### src/mbpm_pkg.sv
// constants and types shared by the host-side bus controller
// Operation
// - classic muxed bus: low address shares data pins, latched on address strobe.
// - single-read-strobe setups: every read uses the read strobe pin only.
// - address bit 16 may optionally be driven on port A bit zero.
// - two-read-strobe setup: data reads on read pin, fetches on fetch pin.
// - non-paged mode pulses the address strobe in every bus cycle.
// - paged mode: data shares A15-A8; page hit skips strobe, changes A7-A0.
// - burst host 8-bit: A3-A0 direct, A11-A4 share the data pins.
// - burst fetch holds upper address while A3-A0 step, up to 16 bytes.
// - enable plus read/write host runs the device as 8-bit muxed bus.
package mbpm_pkg;
   localparam int APB_AW = 8;
   localparam int CLK_NS = 25;
   // length of each bus phase; also covers the device access time
   localparam int PHASE_NS = 50;
   localparam int PHASE_CYC_RAW = (PHASE_NS + CLK_NS - 1) / CLK_NS;
   localparam int PHASE_CYC = (PHASE_CYC_RAW < 1) ? 1 : PHASE_CYC_RAW;
   localparam int BURST_MAX = 16;
   localparam int ADDR_W = 20;
   // register byte offsets
   localparam logic [7:0] REG_CTRL = 8'h00;
   localparam logic [7:0] REG_ADDR = 8'h04;
   localparam logic [7:0] REG_WDATA = 8'h08;
   localparam logic [7:0] REG_CMD = 8'h0c;
   localparam logic [7:0] REG_STAT = 8'h10;
   localparam logic [7:0] REG_RDATA = 8'h14;
   localparam logic [1:0] BURST_WIN = 2'h1;
   // field positions
   localparam int CTRL_MODE_LSB = 0;
   localparam int CTRL_A16_EN = 4;
   localparam int CMD_GO = 0;
   localparam int CMD_WRITE = 1;
   localparam int CMD_FETCH = 2;
   localparam int CMD_LEN_LSB = 4;
   localparam int STAT_BUSY = 0;
   localparam int STAT_DONE = 1;
   localparam int STAT_HIT = 2;
   typedef enum logic [2:0] {
      MODE_MUX,
      MODE_ONE_RD,
      MODE_ONE_RD_PAGED,
      MODE_TWO_RD_PAGED,
      MODE_BURST,
      MODE_E_RW
   } mbpm_mode_e;
   typedef enum logic [2:0] {
      ST_IDLE,
      ST_ADDR,
      ST_LATCH,
      ST_STROBE,
      ST_GAP
   } mbpm_state_e;
   localparam mbpm_mode_e CTRL_RESET_MODE = MODE_MUX;
endpackage : mbpm_pkg

### src/mbpm_phase_tick.sv
// phase divider: one-cycle enable pulse every CYC clocks while running
`timescale 1ns/1ps
`default_nettype none
module mbpm_phase_tick #(
   parameter int CYC = 2
) (
   // clock and reset
   input  wire logic sys_clk,
   input  wire logic rst_n,
   // control
   input  wire logic run,
   output logic      tick
);
   localparam int CW = $clog2(CYC + 1);
   logic [CW-1:0] cnt;
   logic [CW-1:0] next_cnt;
   logic          next_tick;

   always_comb begin
      next_cnt = cnt;
      next_tick = 1'b0;
      if (!run) begin
         next_cnt = '0;
      end else if (cnt == CW'(CYC - 1)) begin
         next_cnt = '0;
         next_tick = 1'b1;
      end else begin
         next_cnt = cnt + CW'(1);
      end
   end

   always_ff @(posedge sys_clk or negedge rst_n) begin
      if (!rst_n) begin
         cnt <= '0;
         tick <= 1'b0;
      end else begin
         cnt <= next_cnt;
         tick <= next_tick;
      end
   end
endmodule : mbpm_phase_tick
`default_nettype wire

### src/mbpm_host.sv
// host-side controller driving the 8-bit mcu bus pins, commanded over apb
`timescale 1ns/1ps
`default_nettype none
module mbpm_host #(
   parameter int PHASE_CYC = mbpm_pkg::PHASE_CYC
) (
   // clock and reset
   input  wire logic                        sys_clk,
   input  wire logic                        nrst,
   // apb slave
   input  wire logic [mbpm_pkg::APB_AW-1:0] paddr,
   input  wire logic                        psel,
   input  wire logic                        penable,
   input  wire logic                        pwrite,
   input  wire logic [31:0]                 pwdata,
   output logic      [31:0]                 prdata,
   output logic                             pready,
   output logic                             pslverr,
   // shared address/data port
   input  wire logic [7:0]                  ad_in,
   output logic      [7:0]                  ad_out,
   output logic                             ad_oe,
   // direct address pins and strobes
   output logic      [7:0]                  addr_direct_out,
   output logic                             port_a_bit_zero,
   output logic                             address_latch_strobe,
   output logic                             write_strobe_pin,
   output logic                             read_strobe_pin,
   output logic                             fetch_strobe_pin
);
   import mbpm_pkg::*;

   logic rst_meta;
   logic rst_n;
   always_ff @(posedge sys_clk or negedge nrst) begin
      if (!nrst) begin
         rst_meta <= 1'b0;
         rst_n <= 1'b0;
      end else begin
         rst_meta <= 1'b1;
         rst_n <= rst_meta;
      end
   end

   function automatic logic is_paged(input mbpm_mode_e m);
      return (m == MODE_ONE_RD_PAGED) || (m == MODE_TWO_RD_PAGED);
   endfunction : is_paged

   function automatic logic one_rd(input mbpm_mode_e m);
      return (m == MODE_ONE_RD) || (m == MODE_ONE_RD_PAGED);
   endfunction : one_rd

   function automatic logic is_mapped(input logic [APB_AW-1:0] a);
      return (a[7:6] == BURST_WIN) || (a == REG_CTRL) || (a == REG_ADDR) || (a == REG_WDATA) ||
             (a == REG_CMD) || (a == REG_STAT) || (a == REG_RDATA);
   endfunction : is_mapped

   // {shared port byte, direct pin byte} for the address phase of each bus type
   function automatic logic [15:0] addr_pins(input mbpm_mode_e m, input logic [ADDR_W-1:0] a);
      if (is_paged(m)) begin
         return {a[15:8], a[7:0]};
      end else if (m == MODE_BURST) begin
         return {a[11:4], 4'h0, a[3:0]};
      end
      return {a[7:0], a[15:8]};
   endfunction : addr_pins

   // register group
   mbpm_state_e       state;
   mbpm_mode_e        cfg_mode;
   mbpm_mode_e        next_cfg_mode;
   logic              cfg_a16;
   logic              next_cfg_a16;
   logic [ADDR_W-1:0] req_addr;
   logic [ADDR_W-1:0] next_req_addr;
   logic [7:0]        req_wdata;
   logic [7:0]        next_req_wdata;
   logic [31:0]       next_prdata;
   logic              next_pready;
   logic              next_pslverr;
   logic              done;
   logic              page_hit;
   logic [7:0]        rdata;
   logic [7:0]        burst_mem [BURST_MAX];
   logic              busy;
   logic              wr_acc;
   logic              go;
   logic              clr_done;

   assign busy = (state != ST_IDLE);
   assign wr_acc = psel && penable && pready && pwrite;
   // orders that arrive mid-cycle are dropped so the bus setup stays static
   assign go = wr_acc && (paddr == REG_CMD) && pwdata[CMD_GO] && !busy;
   assign clr_done = wr_acc && (paddr == REG_STAT) && pwdata[STAT_DONE];

   always_comb begin
      next_cfg_mode = cfg_mode;
      next_cfg_a16 = cfg_a16;
      next_req_addr = req_addr;
      next_req_wdata = req_wdata;
      next_prdata = prdata;
      next_pslverr = pslverr;
      // one wait state: data is prepared while pready is low
      next_pready = psel && penable && !pready;
      if (psel && penable && !pready) begin
         next_pslverr = !is_mapped(paddr);
         next_prdata = 32'h0;
         if (paddr[7:6] == BURST_WIN) begin
            next_prdata[7:0] = burst_mem[paddr[5:2]];
         end else begin
            unique case (paddr)
               REG_CTRL: begin
                  next_prdata[CTRL_MODE_LSB +: 3] = cfg_mode;
                  next_prdata[CTRL_A16_EN] = cfg_a16;
               end
               REG_ADDR: next_prdata[ADDR_W-1:0] = req_addr;
               REG_WDATA: next_prdata[7:0] = req_wdata;
               REG_STAT: begin
                  next_prdata[STAT_BUSY] = busy;
                  next_prdata[STAT_DONE] = done;
                  next_prdata[STAT_HIT] = page_hit;
               end
               REG_RDATA: next_prdata[7:0] = rdata;
               default: next_prdata = 32'h0;
            endcase
         end
      end
      if (wr_acc && !busy) begin
         if (paddr == REG_CTRL) begin
            next_cfg_mode = mbpm_mode_e'(pwdata[CTRL_MODE_LSB +: 3]);
            next_cfg_a16 = pwdata[CTRL_A16_EN];
         end
         if (paddr == REG_ADDR) begin
            next_req_addr = pwdata[ADDR_W-1:0];
         end
         if (paddr == REG_WDATA) begin
            next_req_wdata = pwdata[7:0];
         end
      end
   end

   always_ff @(posedge sys_clk or negedge rst_n) begin
      if (!rst_n) begin
         cfg_mode <= CTRL_RESET_MODE;
         cfg_a16 <= 1'b0;
         req_addr <= '0;
         req_wdata <= 8'h00;
         prdata <= 32'h0;
         pready <= 1'b0;
         pslverr <= 1'b0;
      end else begin
         cfg_mode <= next_cfg_mode;
         cfg_a16 <= next_cfg_a16;
         req_addr <= next_req_addr;
         req_wdata <= next_req_wdata;
         prdata <= next_prdata;
         pready <= next_pready;
         pslverr <= next_pslverr;
      end
   end

   // bus cycle group
   logic              tick;
   mbpm_state_e       next_state;
   mbpm_mode_e        cur_mode;
   mbpm_mode_e        next_cur_mode;
   mbpm_mode_e        pin_mode;
   logic              cur_write;
   logic              next_cur_write;
   logic              cur_fetch;
   logic              next_cur_fetch;
   logic [ADDR_W-1:0] cur_addr;
   logic [ADDR_W-1:0] next_cur_addr;
   logic [7:0]        cur_wdata;
   logic [7:0]        next_cur_wdata;
   logic [3:0]        beat;
   logic [3:0]        next_beat;
   logic [3:0]        beats_left;
   logic [3:0]        next_beats_left;
   logic [7:0]        page_addr;
   logic [7:0]        next_page_addr;
   logic              page_valid;
   logic              next_page_valid;
   logic              next_done;
   logic              next_page_hit;
   logic [7:0]        next_rdata;
   logic [7:0]        next_burst_mem [BURST_MAX];
   logic [7:0]        next_ad_out;
   logic              next_ad_oe;
   logic [7:0]        next_addr_direct_out;
   logic              next_port_a_bit_zero;
   logic              next_latch_strobe;
   logic              next_write_pin;
   logic              next_read_pin;
   logic              next_fetch_pin;
   logic [15:0]       apins;
   logic              strobe_on;
   logic              hit_now;

   mbpm_phase_tick #(
      .CYC(PHASE_CYC)
   ) u_tick (
      .sys_clk(sys_clk),
      .rst_n  (rst_n),
      .run    (busy),
      .tick   (tick)
   );

   // a page hit reuses the upper byte latched by the previous cycle
   // bit 16 is latched on the same strobe, so a hit needs it unchanged as well
   assign hit_now = is_paged(cfg_mode) && page_valid && (page_addr == req_addr[15:8])
                    && (port_a_bit_zero == (cfg_a16 && req_addr[16]));

   always_comb begin
      next_state = state;
      next_cur_mode = cur_mode;
      next_cur_write = cur_write;
      next_cur_fetch = cur_fetch;
      next_cur_addr = cur_addr;
      next_cur_wdata = cur_wdata;
      next_beat = beat;
      next_beats_left = beats_left;
      next_page_addr = page_addr;
      next_page_valid = page_valid;
      next_page_hit = page_hit;
      next_rdata = rdata;
      next_burst_mem = burst_mem;
      next_done = done && !clr_done;
      unique case (state)
         ST_IDLE: begin
            if (go) begin
               next_cur_mode = cfg_mode;
               next_cur_write = pwdata[CMD_WRITE];
               next_cur_fetch = pwdata[CMD_FETCH];
               next_cur_addr = req_addr;
               next_cur_wdata = req_wdata;
               next_beat = 4'h0;
               next_page_hit = hit_now;
               next_beats_left = 4'h0;
               if ((cfg_mode == MODE_BURST) && pwdata[CMD_FETCH] && !pwdata[CMD_WRITE]) begin
                  next_beats_left = pwdata[CMD_LEN_LSB +: 4];
               end
               // non-paged types always pulse the address strobe
               next_state = hit_now ? ST_LATCH : ST_ADDR;
            end
         end
         ST_ADDR: begin
            if (tick) begin
               next_state = ST_LATCH;
            end
         end
         ST_LATCH: begin
            if (tick) begin
               next_state = ST_STROBE;
            end
         end
         ST_STROBE: begin
            if (tick) begin
               // sampled a full phase after the low address settled
               if (!cur_write) begin
                  next_rdata = ad_in;
                  next_burst_mem[beat] = ad_in;
               end
               next_state = ST_GAP;
            end
         end
         ST_GAP: begin
            if (tick) begin
               if (beats_left != 4'h0) begin
                  next_beats_left = beats_left - 4'h1;
                  next_beat = beat + 4'h1;
                  // only the low nibble steps; upper bits stay latched in the device
                  next_cur_addr[3:0] = cur_addr[3:0] + 4'h1;
                  next_state = ST_STROBE;
               end else begin
                  next_state = ST_IDLE;
                  next_done = 1'b1;
                  next_page_addr = cur_addr[15:8];
                  next_page_valid = is_paged(cur_mode);
               end
            end
         end
      endcase
      // pins follow the next state so they stay aligned with the state register
      pin_mode = (next_state == ST_IDLE) ? cfg_mode : next_cur_mode;
      apins = addr_pins(next_cur_mode, next_cur_addr);
      strobe_on = (next_state == ST_STROBE);
      next_latch_strobe = (next_state == ST_ADDR);
      next_ad_out = ad_out;
      next_ad_oe = 1'b0;
      next_addr_direct_out = addr_direct_out;
      next_port_a_bit_zero = port_a_bit_zero;
      if (next_state == ST_ADDR || next_state == ST_LATCH) begin
         next_ad_out = apins[15:8];
         next_ad_oe = 1'b1;
      end else if ((next_state == ST_STROBE || next_state == ST_GAP) && next_cur_write) begin
         next_ad_out = next_cur_wdata;
         next_ad_oe = 1'b1;
      end
      if (next_state != ST_IDLE) begin
         next_addr_direct_out = apins[7:0];
         next_port_a_bit_zero = cfg_a16 && next_cur_addr[16];
      end
      if (pin_mode == MODE_E_RW) begin
         // write pin carries read/write level, read pin the enable strobe
         next_write_pin = !((next_state != ST_IDLE) && next_cur_write);
         next_read_pin = strobe_on;
         next_fetch_pin = 1'b1;
      end else begin
         next_write_pin = !(strobe_on && next_cur_write);
         next_read_pin = !(strobe_on && !next_cur_write && (!next_cur_fetch || one_rd(pin_mode)));
         next_fetch_pin = !(strobe_on && !next_cur_write && next_cur_fetch && !one_rd(pin_mode));
      end
   end

   always_ff @(posedge sys_clk or negedge rst_n) begin
      if (!rst_n) begin
         state <= ST_IDLE;
         cur_mode <= CTRL_RESET_MODE;
         cur_write <= 1'b0;
         cur_fetch <= 1'b0;
         cur_addr <= '0;
         cur_wdata <= 8'h00;
         beat <= 4'h0;
         beats_left <= 4'h0;
         page_addr <= 8'h00;
         page_valid <= 1'b0;
         page_hit <= 1'b0;
         done <= 1'b0;
         rdata <= 8'h00;
         burst_mem <= '{default: 8'h00};
         ad_out <= 8'h00;
         ad_oe <= 1'b0;
         addr_direct_out <= 8'h00;
         port_a_bit_zero <= 1'b0;
         address_latch_strobe <= 1'b0;
         write_strobe_pin <= 1'b1;
         read_strobe_pin <= 1'b1;
         fetch_strobe_pin <= 1'b1;
      end else begin
         state <= next_state;
         cur_mode <= next_cur_mode;
         cur_write <= next_cur_write;
         cur_fetch <= next_cur_fetch;
         cur_addr <= next_cur_addr;
         cur_wdata <= next_cur_wdata;
         beat <= next_beat;
         beats_left <= next_beats_left;
         page_addr <= next_page_addr;
         page_valid <= next_page_valid;
         page_hit <= next_page_hit;
         done <= next_done;
         rdata <= next_rdata;
         burst_mem <= next_burst_mem;
         ad_out <= next_ad_out;
         ad_oe <= next_ad_oe;
         addr_direct_out <= next_addr_direct_out;
         port_a_bit_zero <= next_port_a_bit_zero;
         address_latch_strobe <= next_latch_strobe;
         write_strobe_pin <= next_write_pin;
         read_strobe_pin <= next_read_pin;
         fetch_strobe_pin <= next_fetch_pin;
      end
   end
endmodule : mbpm_host
`default_nettype wire

### config.mk
export PLATFORM = sky130hd
export DESIGN_NAME = mbpm_host
export DESIGN_NICKNAME = d
export VERILOG_FILES = /design/src/mbpm_pkg.sv /design/src/mbpm_phase_tick.sv /design/src/mbpm_host.sv
export SDC_FILE = /design/constraint.sdc
export NUM_CORES = 1
export LEC_CHECK = 0
export ABC_CLOCK_PERIOD_IN_PS = 9000
export BUFFER_PORTS_ARGS = -buffer_cell sky130_fd_sc_hd__buf_2
export CAP_MARGIN = 5
export CORE_MARGIN = 2
export CORE_UTILIZATION = 40
export DETAILED_ROUTE_END_ITERATION = 6
export HOLD_SLACK_MARGIN = 0.1
export PLACE_DENSITY = 0.58
export SYNTH_ARGS = -nofsm -noshare
export SYNTH_HDL_FRONTEND = slang
export SYNTH_HIERARCHICAL = 1
export SYNTH_SLANG_ARGS = --single-unit
export TNS_END_PERCENT = 30
### constraint.sdc
create_clock -name sys_clk -period 9 [get_ports sys_clk]
set_input_delay 0.45 -clock sys_clk [delete_from_list [all_inputs] [get_ports sys_clk]]
set_output_delay 0.45 -clock sys_clk [all_outputs]
set_load 0.02 [all_outputs]
==> results.cfg, run 1 <==
[placement]
portBuffers = 84
hpwl_um = 19500
place_area_sq_um = 13100
gp_congestion = 0.782

[floorplanning]
core.rowCount = 64
die_area_sq_um = 32200
ios = 109
initial_core_util_pct = 40.4
die_h_um = 180
core_sq_um = 30500
die_w_um = 180

[detailed_routing]
drc = 0
drt-total-wl_um = 27800
drt-initial-drc-count = 441
wire_per_inst_um = 19.6
vias_per_cell = 5.29
via_count = 7507
drtAntennaViolNets = 0
dr.pass1.iters = 4

[sta]
post-route-min-period_ns = 3.87
rsz0062_at_grt = false
fin_skew_ns = 0.0108
hold_viol_final = 0
report.final.slew_viol_count = 0
period_share_pct = 43.0
clock.fmax_mhz = 259
fin_setup_tns_ns = 0
setup_viol = 0
tightest_slew_ns = 0.982
slew_headroom_pct = 33.9

[final_layout]
drive_gt1_share_pct = 37.7
final_nets = 1060
n_antenna_cell = 0
finalInstanceArea_sq_um = 14100
area_growth_syn_to_layout_pct = 14.4
fill_cells = 2747

[synth]
syn_inst = 921
synth_edf_count = 0
yosysSeqAreaShare_pct = 54.6
yosys_warnings = 6
synth_async_sr_flop_share_pct = 100
yosysUniqueCellTypes = 61
syn_avg_cell_area_sq_um = 13.4
ys.flop_type = dfrtp_1
syn_area_sq_um = 12300
synth-seq-cells = 269

[clock_network]
ctsResizeCount = 0
cts_buffers = 29
cts.sinks = 269
clk_pin_slew_worst_paths_ns = 0.07
htree_levels = 1
root_buffer = clkbuf_16
clk_latency_ns = 0.55
cts_buffer_depth = 3
tritoncts = built

[worst_setup_path]
end_kind = flip-flop
cp-start-kind = flip-flop
required_ns = 9.45
worstSetupPathType = reg -> reg
slowest_delay_ns = 0.69
critPathMaxFanout = 21
cp_num_cells = 9
slowest_stage = or3_1
reg2reg_depth = 9
crit_path_cell_trace = nor3_1 -> inv_1 -> nor2_1 -> o311ai_0 -> a21boi_1 -> or3_1 -> mux2_4 -> and3b_1 -> a211oi_2
crit_family = simple AND/OR/NAND/NOR gates
critPathBufInv = 1
worst-endpoint-arrival_ns = 4.32

[pwr]
switching_share_pct = 22.4
p_int_mw = 1.98
p_per_area_nw_per_um2 = 181
clkPwrFrac_pct = 47.2
p_seq_share_pct = 48.6
leakage_nw = 6.95
switchingPower_mw = 0.570
power_frac_comb_pct = 4.3
peakVddDrop_uv = 141

[worst_hold_path]
hold_depth = 2
hp-class = in -> reg

[global_route]
grt_pass1_vias = 7825
overflow = 0
grt_use_total_pct = 17.5
grt_pass1_wl_um = 45400
antenna_found_initial = 0
grt_max_degree = 71

[flow_run]
maxCapViolCount = 0

[outcome]
status = finished, final reports clean
==> cells in the mapped netlist, drive strengths merged (4+ instances only) <==
cell	number	area (sq um)
o21ai	15	75.1
mux4	40	901
buf	20	134
xor2	5	43.8
a222oi	4	40.0
clkbuf	39	146
nand3	13	65.1
or3	4	25.0
ha	6	75.1
and3b	5	46.3
a21oi	12	60.1
mux2	186	2100
o22ai	4	25.0
nand4	7	43.8
o21a	9	67.6
nand2	76	288
mux2i	53	531
inv	27	101
dfrtp	266	6660
xnor2	9	78.8
o221ai	7	61.3
nor3	9	56.3
nor2	41	154
nand2b	4	25.0
a22o	13	114
==> timing repair <==
| item | CTS | global route |
|---|---|---|
| hold endpoints to repair | 2 | 0 |
| hold buffers | 1 | 0 |
| setup buffers | 0 | 0 |
==> cells in the final DEF, fill, tap and decap left out, drive strengths merged, types with 3 or more instances in the layout <==
| cell | n |
|---|---|
| a21o | 3 |
| a21oi | 12 |
| a222oi | 4 |
| a22o | 13 |
| a31oi | 3 |
| and3b | 5 |
| buf | 96 |
| clkbuf | 44 |
| clkinv | 7 |
| conb | 13 |
| dfrtp | 266 |
| dfstp | 3 |
| ha | 6 |
| inv | 28 |
| mux2 | 186 |
| mux2i | 53 |
| mux4 | 40 |
| nand2 | 76 |
| nand2b | 4 |
| nand3 | 13 |
| nand3b | 3 |
| nand4 | 7 |
| nor2 | 41 |
| nor3 | 9 |
| o211ai | 3 |
| o21a | 9 |
| o21ai | 15 |
| o221ai | 7 |
| o22ai | 4 |
| or3 | 4 |
| xnor2 | 9 |
| xor2 | 5 |
==> final timing paths <==
path	slack [ns]	end	from
hold reg to reg	0.35	rst_n	rst_meta
setup / recovery	5.13	read_strobe_pin	state[2]
min in group asynchronous	0.21	rst_n	nrst
setup reg to reg	5.13	read_strobe_pin	state[2]
max in group asynchronous	7.04	state[0]	rst_n
hold / removal	0.14	req_addr[15]	pwdata[15]
==> power groups by stage <==
stage / clock (mW) / sequential [mW] / combinational, mW
after detailed placement: 0 / 1.26 / 0.111
after floorplan: 0 / 1.28 / 0.0555
after CTS: 1.24 / 1.24 / 0.112
after global routing: 1.29 / 1.24 / 0.121
after global placement: 0 / 1.26 / 0.110
final: 1.20 / 1.24 / 0.109
==> worst reg2reg max path: cells and delay by family (launching register included) <==
family	cells	cell delay [ns]
DFF	1	0.51
and+or+nand+nor	4	1.75
muxes	1	0.37
AOI/OAI and AO/OA	3	0.97
buffers and inverters	1	0.18
==> per-layer routing <==
layer / share of wire, % / global-route usage (%)
met5: 0 / 0
met4: 1.7 / 3.38
met3: 3.1 / 2.17
met2: 50 / 30.0
met1: 45 / 24.0
==> per-stage QoR <==
step                      util (%)  worst slack (ns)  power, mW  instances  hold WS [ns]
final                         46.2              5.13       2.55       1419         0.139
after global routing          46.2              4.84       2.65       1419         0.128
after CTS                     46.2              5.07       2.59       1419         0.116
after detailed placement      43.0              4.73       1.37       1365         0.237
after global placement        43.0              4.75       1.37       1365         0.237
after floorplan                  -             0.953       1.33        932         0.154
==> logic make-up after synthesis <==
family          share of synthesized area, %
buf+inv                                 3.10
flops                                   54.6
fa+ha+maj                              0.609
simple gates                            6.83
other cells                           0.0609
mux                                     28.6
compound gates                          5.16
xor+xnor                               0.995
==> registers in the layout, summed over array words and instances (netlist names), 2 cells and up <==
signal           flops
cur_addr            17
ad_out               8
addr_direct_out      8
page_addr            8
cur_mode             3
cur_wdata            8
rdata                8
u_tick/cnt           2
req_wdata            8
cfg_mode             3
state                3
prdata              20
beats_left           4
beat                 4
req_addr            20
burst_mem          128
==> cell type report <==
type | instances | area [sq um] | area share (%)
Clock buffer | 44 | 902 | 6.40
Inverter | 27 | 101 | 0.719
Timing Repair Buffer | 97 | 520 | 3.69
Multi-Input combinational cell | 577 | 5270 | 37.3
Sequential cell | 269 | 6740 | 47.8
Tap cell | 396 | 495 | 3.51
Clock inverter | 9 | 77.6 | 0.550
Power figures use the tool's default switching activity.
==> run 2, diff against run 1 <==
--- a/config.mk
+++ b/config.mk
@@ -5,14 +5,14 @@
 export SDC_FILE = /design/constraint.sdc
 export NUM_CORES = 1
 export LEC_CHECK = 0
-export ABC_CLOCK_PERIOD_IN_PS = 9000
+export ABC_CLOCK_PERIOD_IN_PS = 3410
 export BUFFER_PORTS_ARGS = -buffer_cell sky130_fd_sc_hd__buf_2
 export CAP_MARGIN = 5
 export CORE_MARGIN = 2
 export CORE_UTILIZATION = 40
 export DETAILED_ROUTE_END_ITERATION = 6
 export HOLD_SLACK_MARGIN = 0.1
-export PLACE_DENSITY = 0.58
+export PLACE_DENSITY = 0.6
 export SYNTH_ARGS = -nofsm -noshare
 export SYNTH_HDL_FRONTEND = slang
 export SYNTH_HIERARCHICAL = 1
==> constraint.sdc (replaced) <==
create_clock -name sys_clk -period 3.41 [get_ports sys_clk]
set_input_delay 0.1705 -clock sys_clk [delete_from_list [all_inputs] [get_ports sys_clk]]
set_output_delay 0.1705 -clock sys_clk [all_outputs]
set_load 0.02 [all_outputs]
==> results.cfg, run 2 (synthesis results as in run 1) <==
[pwr]
p_per_area_nw_per_um2 = 471
peakVddDrop_uv = 523
leakage_nw = 7.23

[worst_setup_path]
reg2reg_depth = 11
cp_common_cell = inv_1
worstSetupPathType = reg -> reg
critPathBufInv = 2
r2r_slack_ns = 0.29
cp-start-kind = flip-flop
rr_startpoint = beats_left[0]
reg2reg_to = read_strobe_pin
slowest_delay_ns = 0.55
crit_family = compound AO/OA/AOI/OAI gates
end_kind = flip-flop
crit_path_cell_trace = inv_1 -> ha_1 -> nand2b_1 -> o211a_1 -> a21o_1 -> a31oi_1 -> inv_1 -> or3_1 -> mux2_4 -> and3b_1 -> a211oi_2
worst-endpoint-arrival_ns = 3.58
required_ns = 3.88
cp_num_cells = 11
critPathMaxFanout = 9
slowest_stage = or3_1

[placement]
place_inst = 1394
place_area_sq_um = 13400
portBuffers = 84
hpwl_um = 20200
gp_congestion = 0.799

[global_route]
overflow = 0
antenna_found_initial = 0
grt_pass1_wl_um = 46200
grt_max_degree = 62
grt_use_total_pct = 17.8
grt_pass1_vias = 8308

[outcome]
status = finished, final reports clean

[clock_network]
clk_pin_slew_worst_paths_ns = 0.06
root_buffer = clkbuf_16
cts_buffers = 29
clk_latency_ns = 0.55
cts.sinks = 269
tritoncts = built
cts_buffer_depth = 3
htree_levels = 1

[sta]
hold_viol_final = 0
fin_skew_ns = 0.00976
post-route-min-period_ns = 3.12
report.final.slew_viol_count = 0
period_share_pct = 91.4
clock.fmax_mhz = 321
fin_setup_tns_ns = 0
rsz0062_at_grt = false
setup_viol = 0
slew_headroom_pct = 42.3
tightest_slew_ns = 0.863

[detailed_routing]
drt-initial-drc-count = 353
via_count = 7762
drt-total-wl_um = 28300
dr.pass1.iters = 4
drtAntennaViolNets = 0
wire_per_inst_um = 19.2
drc = 0
vias_per_cell = 5.26

[floorplanning]
ios = 109
die_area_sq_um = 32200
die_w_um = 180
die_h_um = 180
core.rowCount = 64
core_sq_um = 30500
initial_core_util_pct = 40.4

[final_layout]
n_antenna_cell = 0
finalInstanceArea_sq_um = 14700
final_cell_mix = dfrtp_1 (265), mux2_2 (185), buf_2 (84), nand2_1 (75), mux2i_1 (53)
area_growth_syn_to_layout_pct = 19.1
reg_top3 = burst_mem: 128 flops, prdata: 20 flops, req_addr: 20 flops
final_nets = 1117
final_common_cell = dfrtp_1
stdcell_count = 1477
largest_register_ffs = 128
top_register = burst_mem
drive_gt1_share_pct = 38.2

[worst_hold_path]
min_to = burst_mem[65]
hold_depth = 2
hp-class = in -> reg
worstHoldStart = ad_in[1]

[flow_run]
maxCapViolCount = 0
-- run 2: changes by cell type in the layout (fill, tap and decap cells not counted), sizes merged --
cell | previous run | this run
bufinv | 1 | 5
buf | 96 | 125
dlygate4sd3 | 1 | 29
clkbuf | 44 | 38
clkinv | 7 | 6
clkinvlp | 0 | 4
-- run 2: worst max path at each step --
stage                        startpoint              end  slack, ns
final                     beats_left[0]  read_strobe_pin       0.29
after detailed placement       paddr[5]        ad_out[6]       0.24
after floorplan                paddr[5]        ad_out[1]       0.40
after global routing      beats_left[0]  read_strobe_pin       0.11
after global placement         paddr[5]        ad_out[4]       0.26
after CTS                 beats_left[0]  read_strobe_pin       0.33
-- run 2: per-layer routing --
layer | share of wire, % | up-vias | routed length [um] | track usage (%)
met1 | 43 | 3979 | 12100 | 23.7
met3 | 4.1 | 39 | 1150 | 2.19
li1 | - | 3604 | - | -
met2 | 51 | 140 | 14600 | 31.3
met5 | 0 | - | 0 | 0
met4 | 2.0 | 0 | 566 | 3.93
-- run 2: what timing repair did --
item                       CTS  global route
setup endpoints to repair    0             0
setup buffers                0             0
resized for setup            0             0
hold endpoints to repair    99             0
hold buffers                29             0
-- run 2: final cells by class --
| class | count | area, sq um |
|---|---|---|
| sequential | 269 | 6740 |
| fill | 2712 | 15800 |
| timing repair buffer | 154 | 1070 |
| clock inverter | 16 | 230 |
| multi-input combinational | 577 | 5270 |
| clock buffer | 38 | 790 |
| tap | 396 | 495 |
| inverter | 27 | 101 |
-- run 2: where the power goes --
part / internal (mW) / switching [mW] / leakage, nW
sequential: 3.23 / 0.0360 / 3.63
clock: 2.02 / 1.31 / 0.486
combinational: 0.131 / 0.195 / 3.12
-- run 2: stage by stage --
step | total power [mW] | hold WS, ns | utilization (%) | worst slack, ns
2_1_floorplan | 3.51 | -0.125 | - | 0.403
3_3_place_gp | 3.63 | -0.0428 | 43.9 | 0.261
3_5_place_dp | 3.63 | -0.0407 | 43.9 | 0.242
4_1_cts | 7.00 | 0.103 | 48.1 | 0.329
5_1_grt | 7.16 | 0.136 | 48.1 | 0.107
6_report | 6.92 | 0.112 | 48.1 | 0.294
==> run 3, diff against run 2 <==
--- a/config.mk
+++ b/config.mk
@@ -13,6 +13,7 @@
 export DETAILED_ROUTE_END_ITERATION = 6
 export HOLD_SLACK_MARGIN = 0.1
 export PLACE_DENSITY = 0.6
+export RECOVER_POWER = 50
 export SYNTH_ARGS = -nofsm -noshare
 export SYNTH_HDL_FRONTEND = slang
 export SYNTH_HIERARCHICAL = 1
==> results.cfg, run 3 (synthesis results as in run 1) <==
[outcome]
status = finished with violations
violations = capacitance limit, slew limit

[floorplanning]
die_area_sq_um = 32200
ios = 109
initial_core_util_pct = 40.4
die_h_um = 180
die_w_um = 180
core_sq_um = 30500
core.rowCount = 64

[clock_network]
tritoncts = built
clk_pin_slew_worst_paths_ns = 0.06
cts.sinks = 269
cts_buffers = 29
htree_levels = 1
postCtsSetupBuffers = 0
cts_buffer_depth = 3
ctsResizeCount = 0
clk_latency_ns = 0.55
root_buffer = clkbuf_16

[final_layout]
reg_top3 = burst_mem: 128 flops, prdata: 20 flops, req_addr: 20 flops
fin_util_pct = 47.9
drive_gt1_share_pct = 33.9
finalInstanceArea_sq_um = 14600
area_growth_syn_to_layout_pct = 18.6
seq_area_sq_um = 6740
top_register = burst_mem
multi_input_area_sq_um = 5270
final_common_cell = dfrtp_1
final_nets = 1117
n_antenna_cell = 0
final_cell_mix = dfrtp_1 (266), mux2_2 (185), nand2_1 (75), mux2i_1 (53), clkbuf_1 (52)
largest_register_ffs = 128
stdcell_count = 1477
fill_cells = 2734

[worst_setup_path]
cp_common_cell = inv_1
crit_path_cell_trace = inv_1 -> ha_1 -> nand2b_1 -> o211a_1 -> a21o_1 -> a31oi_1 -> inv_1 -> or3_1 -> mux2_4 -> and3b_1 -> a211oi_2
crit_family = compound AO/OA/AOI/OAI gates
critPathMaxFanout = 9
worst-endpoint-arrival_ns = 3.59
slowest_stage = or3_1
worstSetupPathType = reg -> reg
required_ns = 3.88
slowest_delay_ns = 0.55
cp-start-kind = flip-flop
critPathBufInv = 2
end_kind = flip-flop

[pwr]
peakVddDrop_uv = 522
p_int_mw = 5.37
p_seq_share_pct = 47.2
leakage_nw = 7.05
power_frac_comb_pct = 4.7
clkPwrFrac_pct = 48.1
p_per_area_nw_per_um2 = 473
switchingPower_mw = 1.54
switching_share_pct = 22.3

[sta]
fin_skew_ns = 0.00889
slew_headroom_pct = -73.9
rsz0062_at_grt = false
setup_viol = 0
clock.fmax_mhz = 320
post-route-min-period_ns = 3.12
fin_setup_tns_ns = 0
hold_viol_final = 0
period_share_pct = 91.6
report.final.slew_viol_count = 56
tightest_slew_ns = 2.61

[placement]
place_area_sq_um = 13400
hpwl_um = 20200
place_inst = 1394
portBuffers = 84
gp_congestion = 0.799

[detailed_routing]
dr.pass1.iters = 4
vias_per_cell = 5.25
wire_per_inst_um = 19.2
drc = 0
drt-initial-drc-count = 392
drt-total-wl_um = 28400
drtAntennaViolNets = 0
via_count = 7759

[global_route]
grt_max_degree = 62
overflow = 0
met3_usage_pct = 2.19
use_met2_pct = 31.3
top_usage_layer = met2
grt_pass1_wl_um = 46200
grt_pass1_vias = 8308
antenna_found_initial = 0
grt_use_met1_pct = 23.7
grt_use_total_pct = 17.8

[flow_run]
maxCapViolCount = 2

[worst_hold_path]
hp-class = in -> reg
-- run 3: cell types whose count changed in the layout (fill, tap and decap cells not counted), sizes merged --
cell	change
clkbuf	+48
buf	-48
-- run 3: stage by stage --
| stage | power, mW | setup WS (ns) | hold WS [ns] |
|---|---|---|---|
| after floorplan | 3.51 | 0.403 | -0.125 |
| after global placement | 3.63 | 0.261 | -0.0428 |
| after detailed placement | 3.63 | 0.242 | -0.0407 |
| after CTS | 7.00 | 0.329 | 0.103 |
| after global routing | 7.15 | 0.0601 | 0.136 |
| final | 6.92 | 0.288 | 0.110 |
-- run 3: worst paths after layout --
path | from | cells past startpoint | slack, ns | to
min in group asynchronous | nrst | 3 | 0.48 | rst_n
max reg2reg | beats_left[0] | 11 | 0.29 | read_strobe_pin
max | beats_left[0] | 11 | 0.29 | read_strobe_pin
max in group asynchronous | rst_n | 1 | 0.64 | req_wdata[5]
min reg2reg | rst_meta | 0 | 0.35 | rst_n
min | ad_in[1] | 2 | 0.11 | burst_mem[65]
-- run 3: cell type report --
| class | instances | area share [%] |
|---|---|---|
| clock buffers | 38 | 5.40 |
| clock inverters | 16 | 1.57 |
| inverters | 27 | 0.693 |
| multi-input cells | 577 | 36.0 |
| flip-flops and latches | 269 | 46.1 |
| well taps | 396 | 3.39 |
| repair buffers | 154 | 6.85 |
-- run 3: repair_timing --
action | 4_1_cts | 5_1_grt
hold buffers | 29 | 0
hold endpoints to repair | 99 | 0
endpoints found under the setup margin | 0 | 0
-- run 3: metal layers --
metal  wire length [um]  vias up
li1                   -     3606
met1              12400     3990
met2              14400      123
met3                954       40
met5                  0        -
met4                568        0
-- run 3: power by group through the flow --
stage                     clock network (mW)  registers (mW)  logic (mW)
after floorplan                            0            3.37       0.146
after global placement                     0            3.32       0.305
after detailed placement                   0            3.32       0.307
after CTS                               3.40            3.27       0.333
after global routing                    3.53            3.27       0.355
final                                   3.33            3.27       0.322
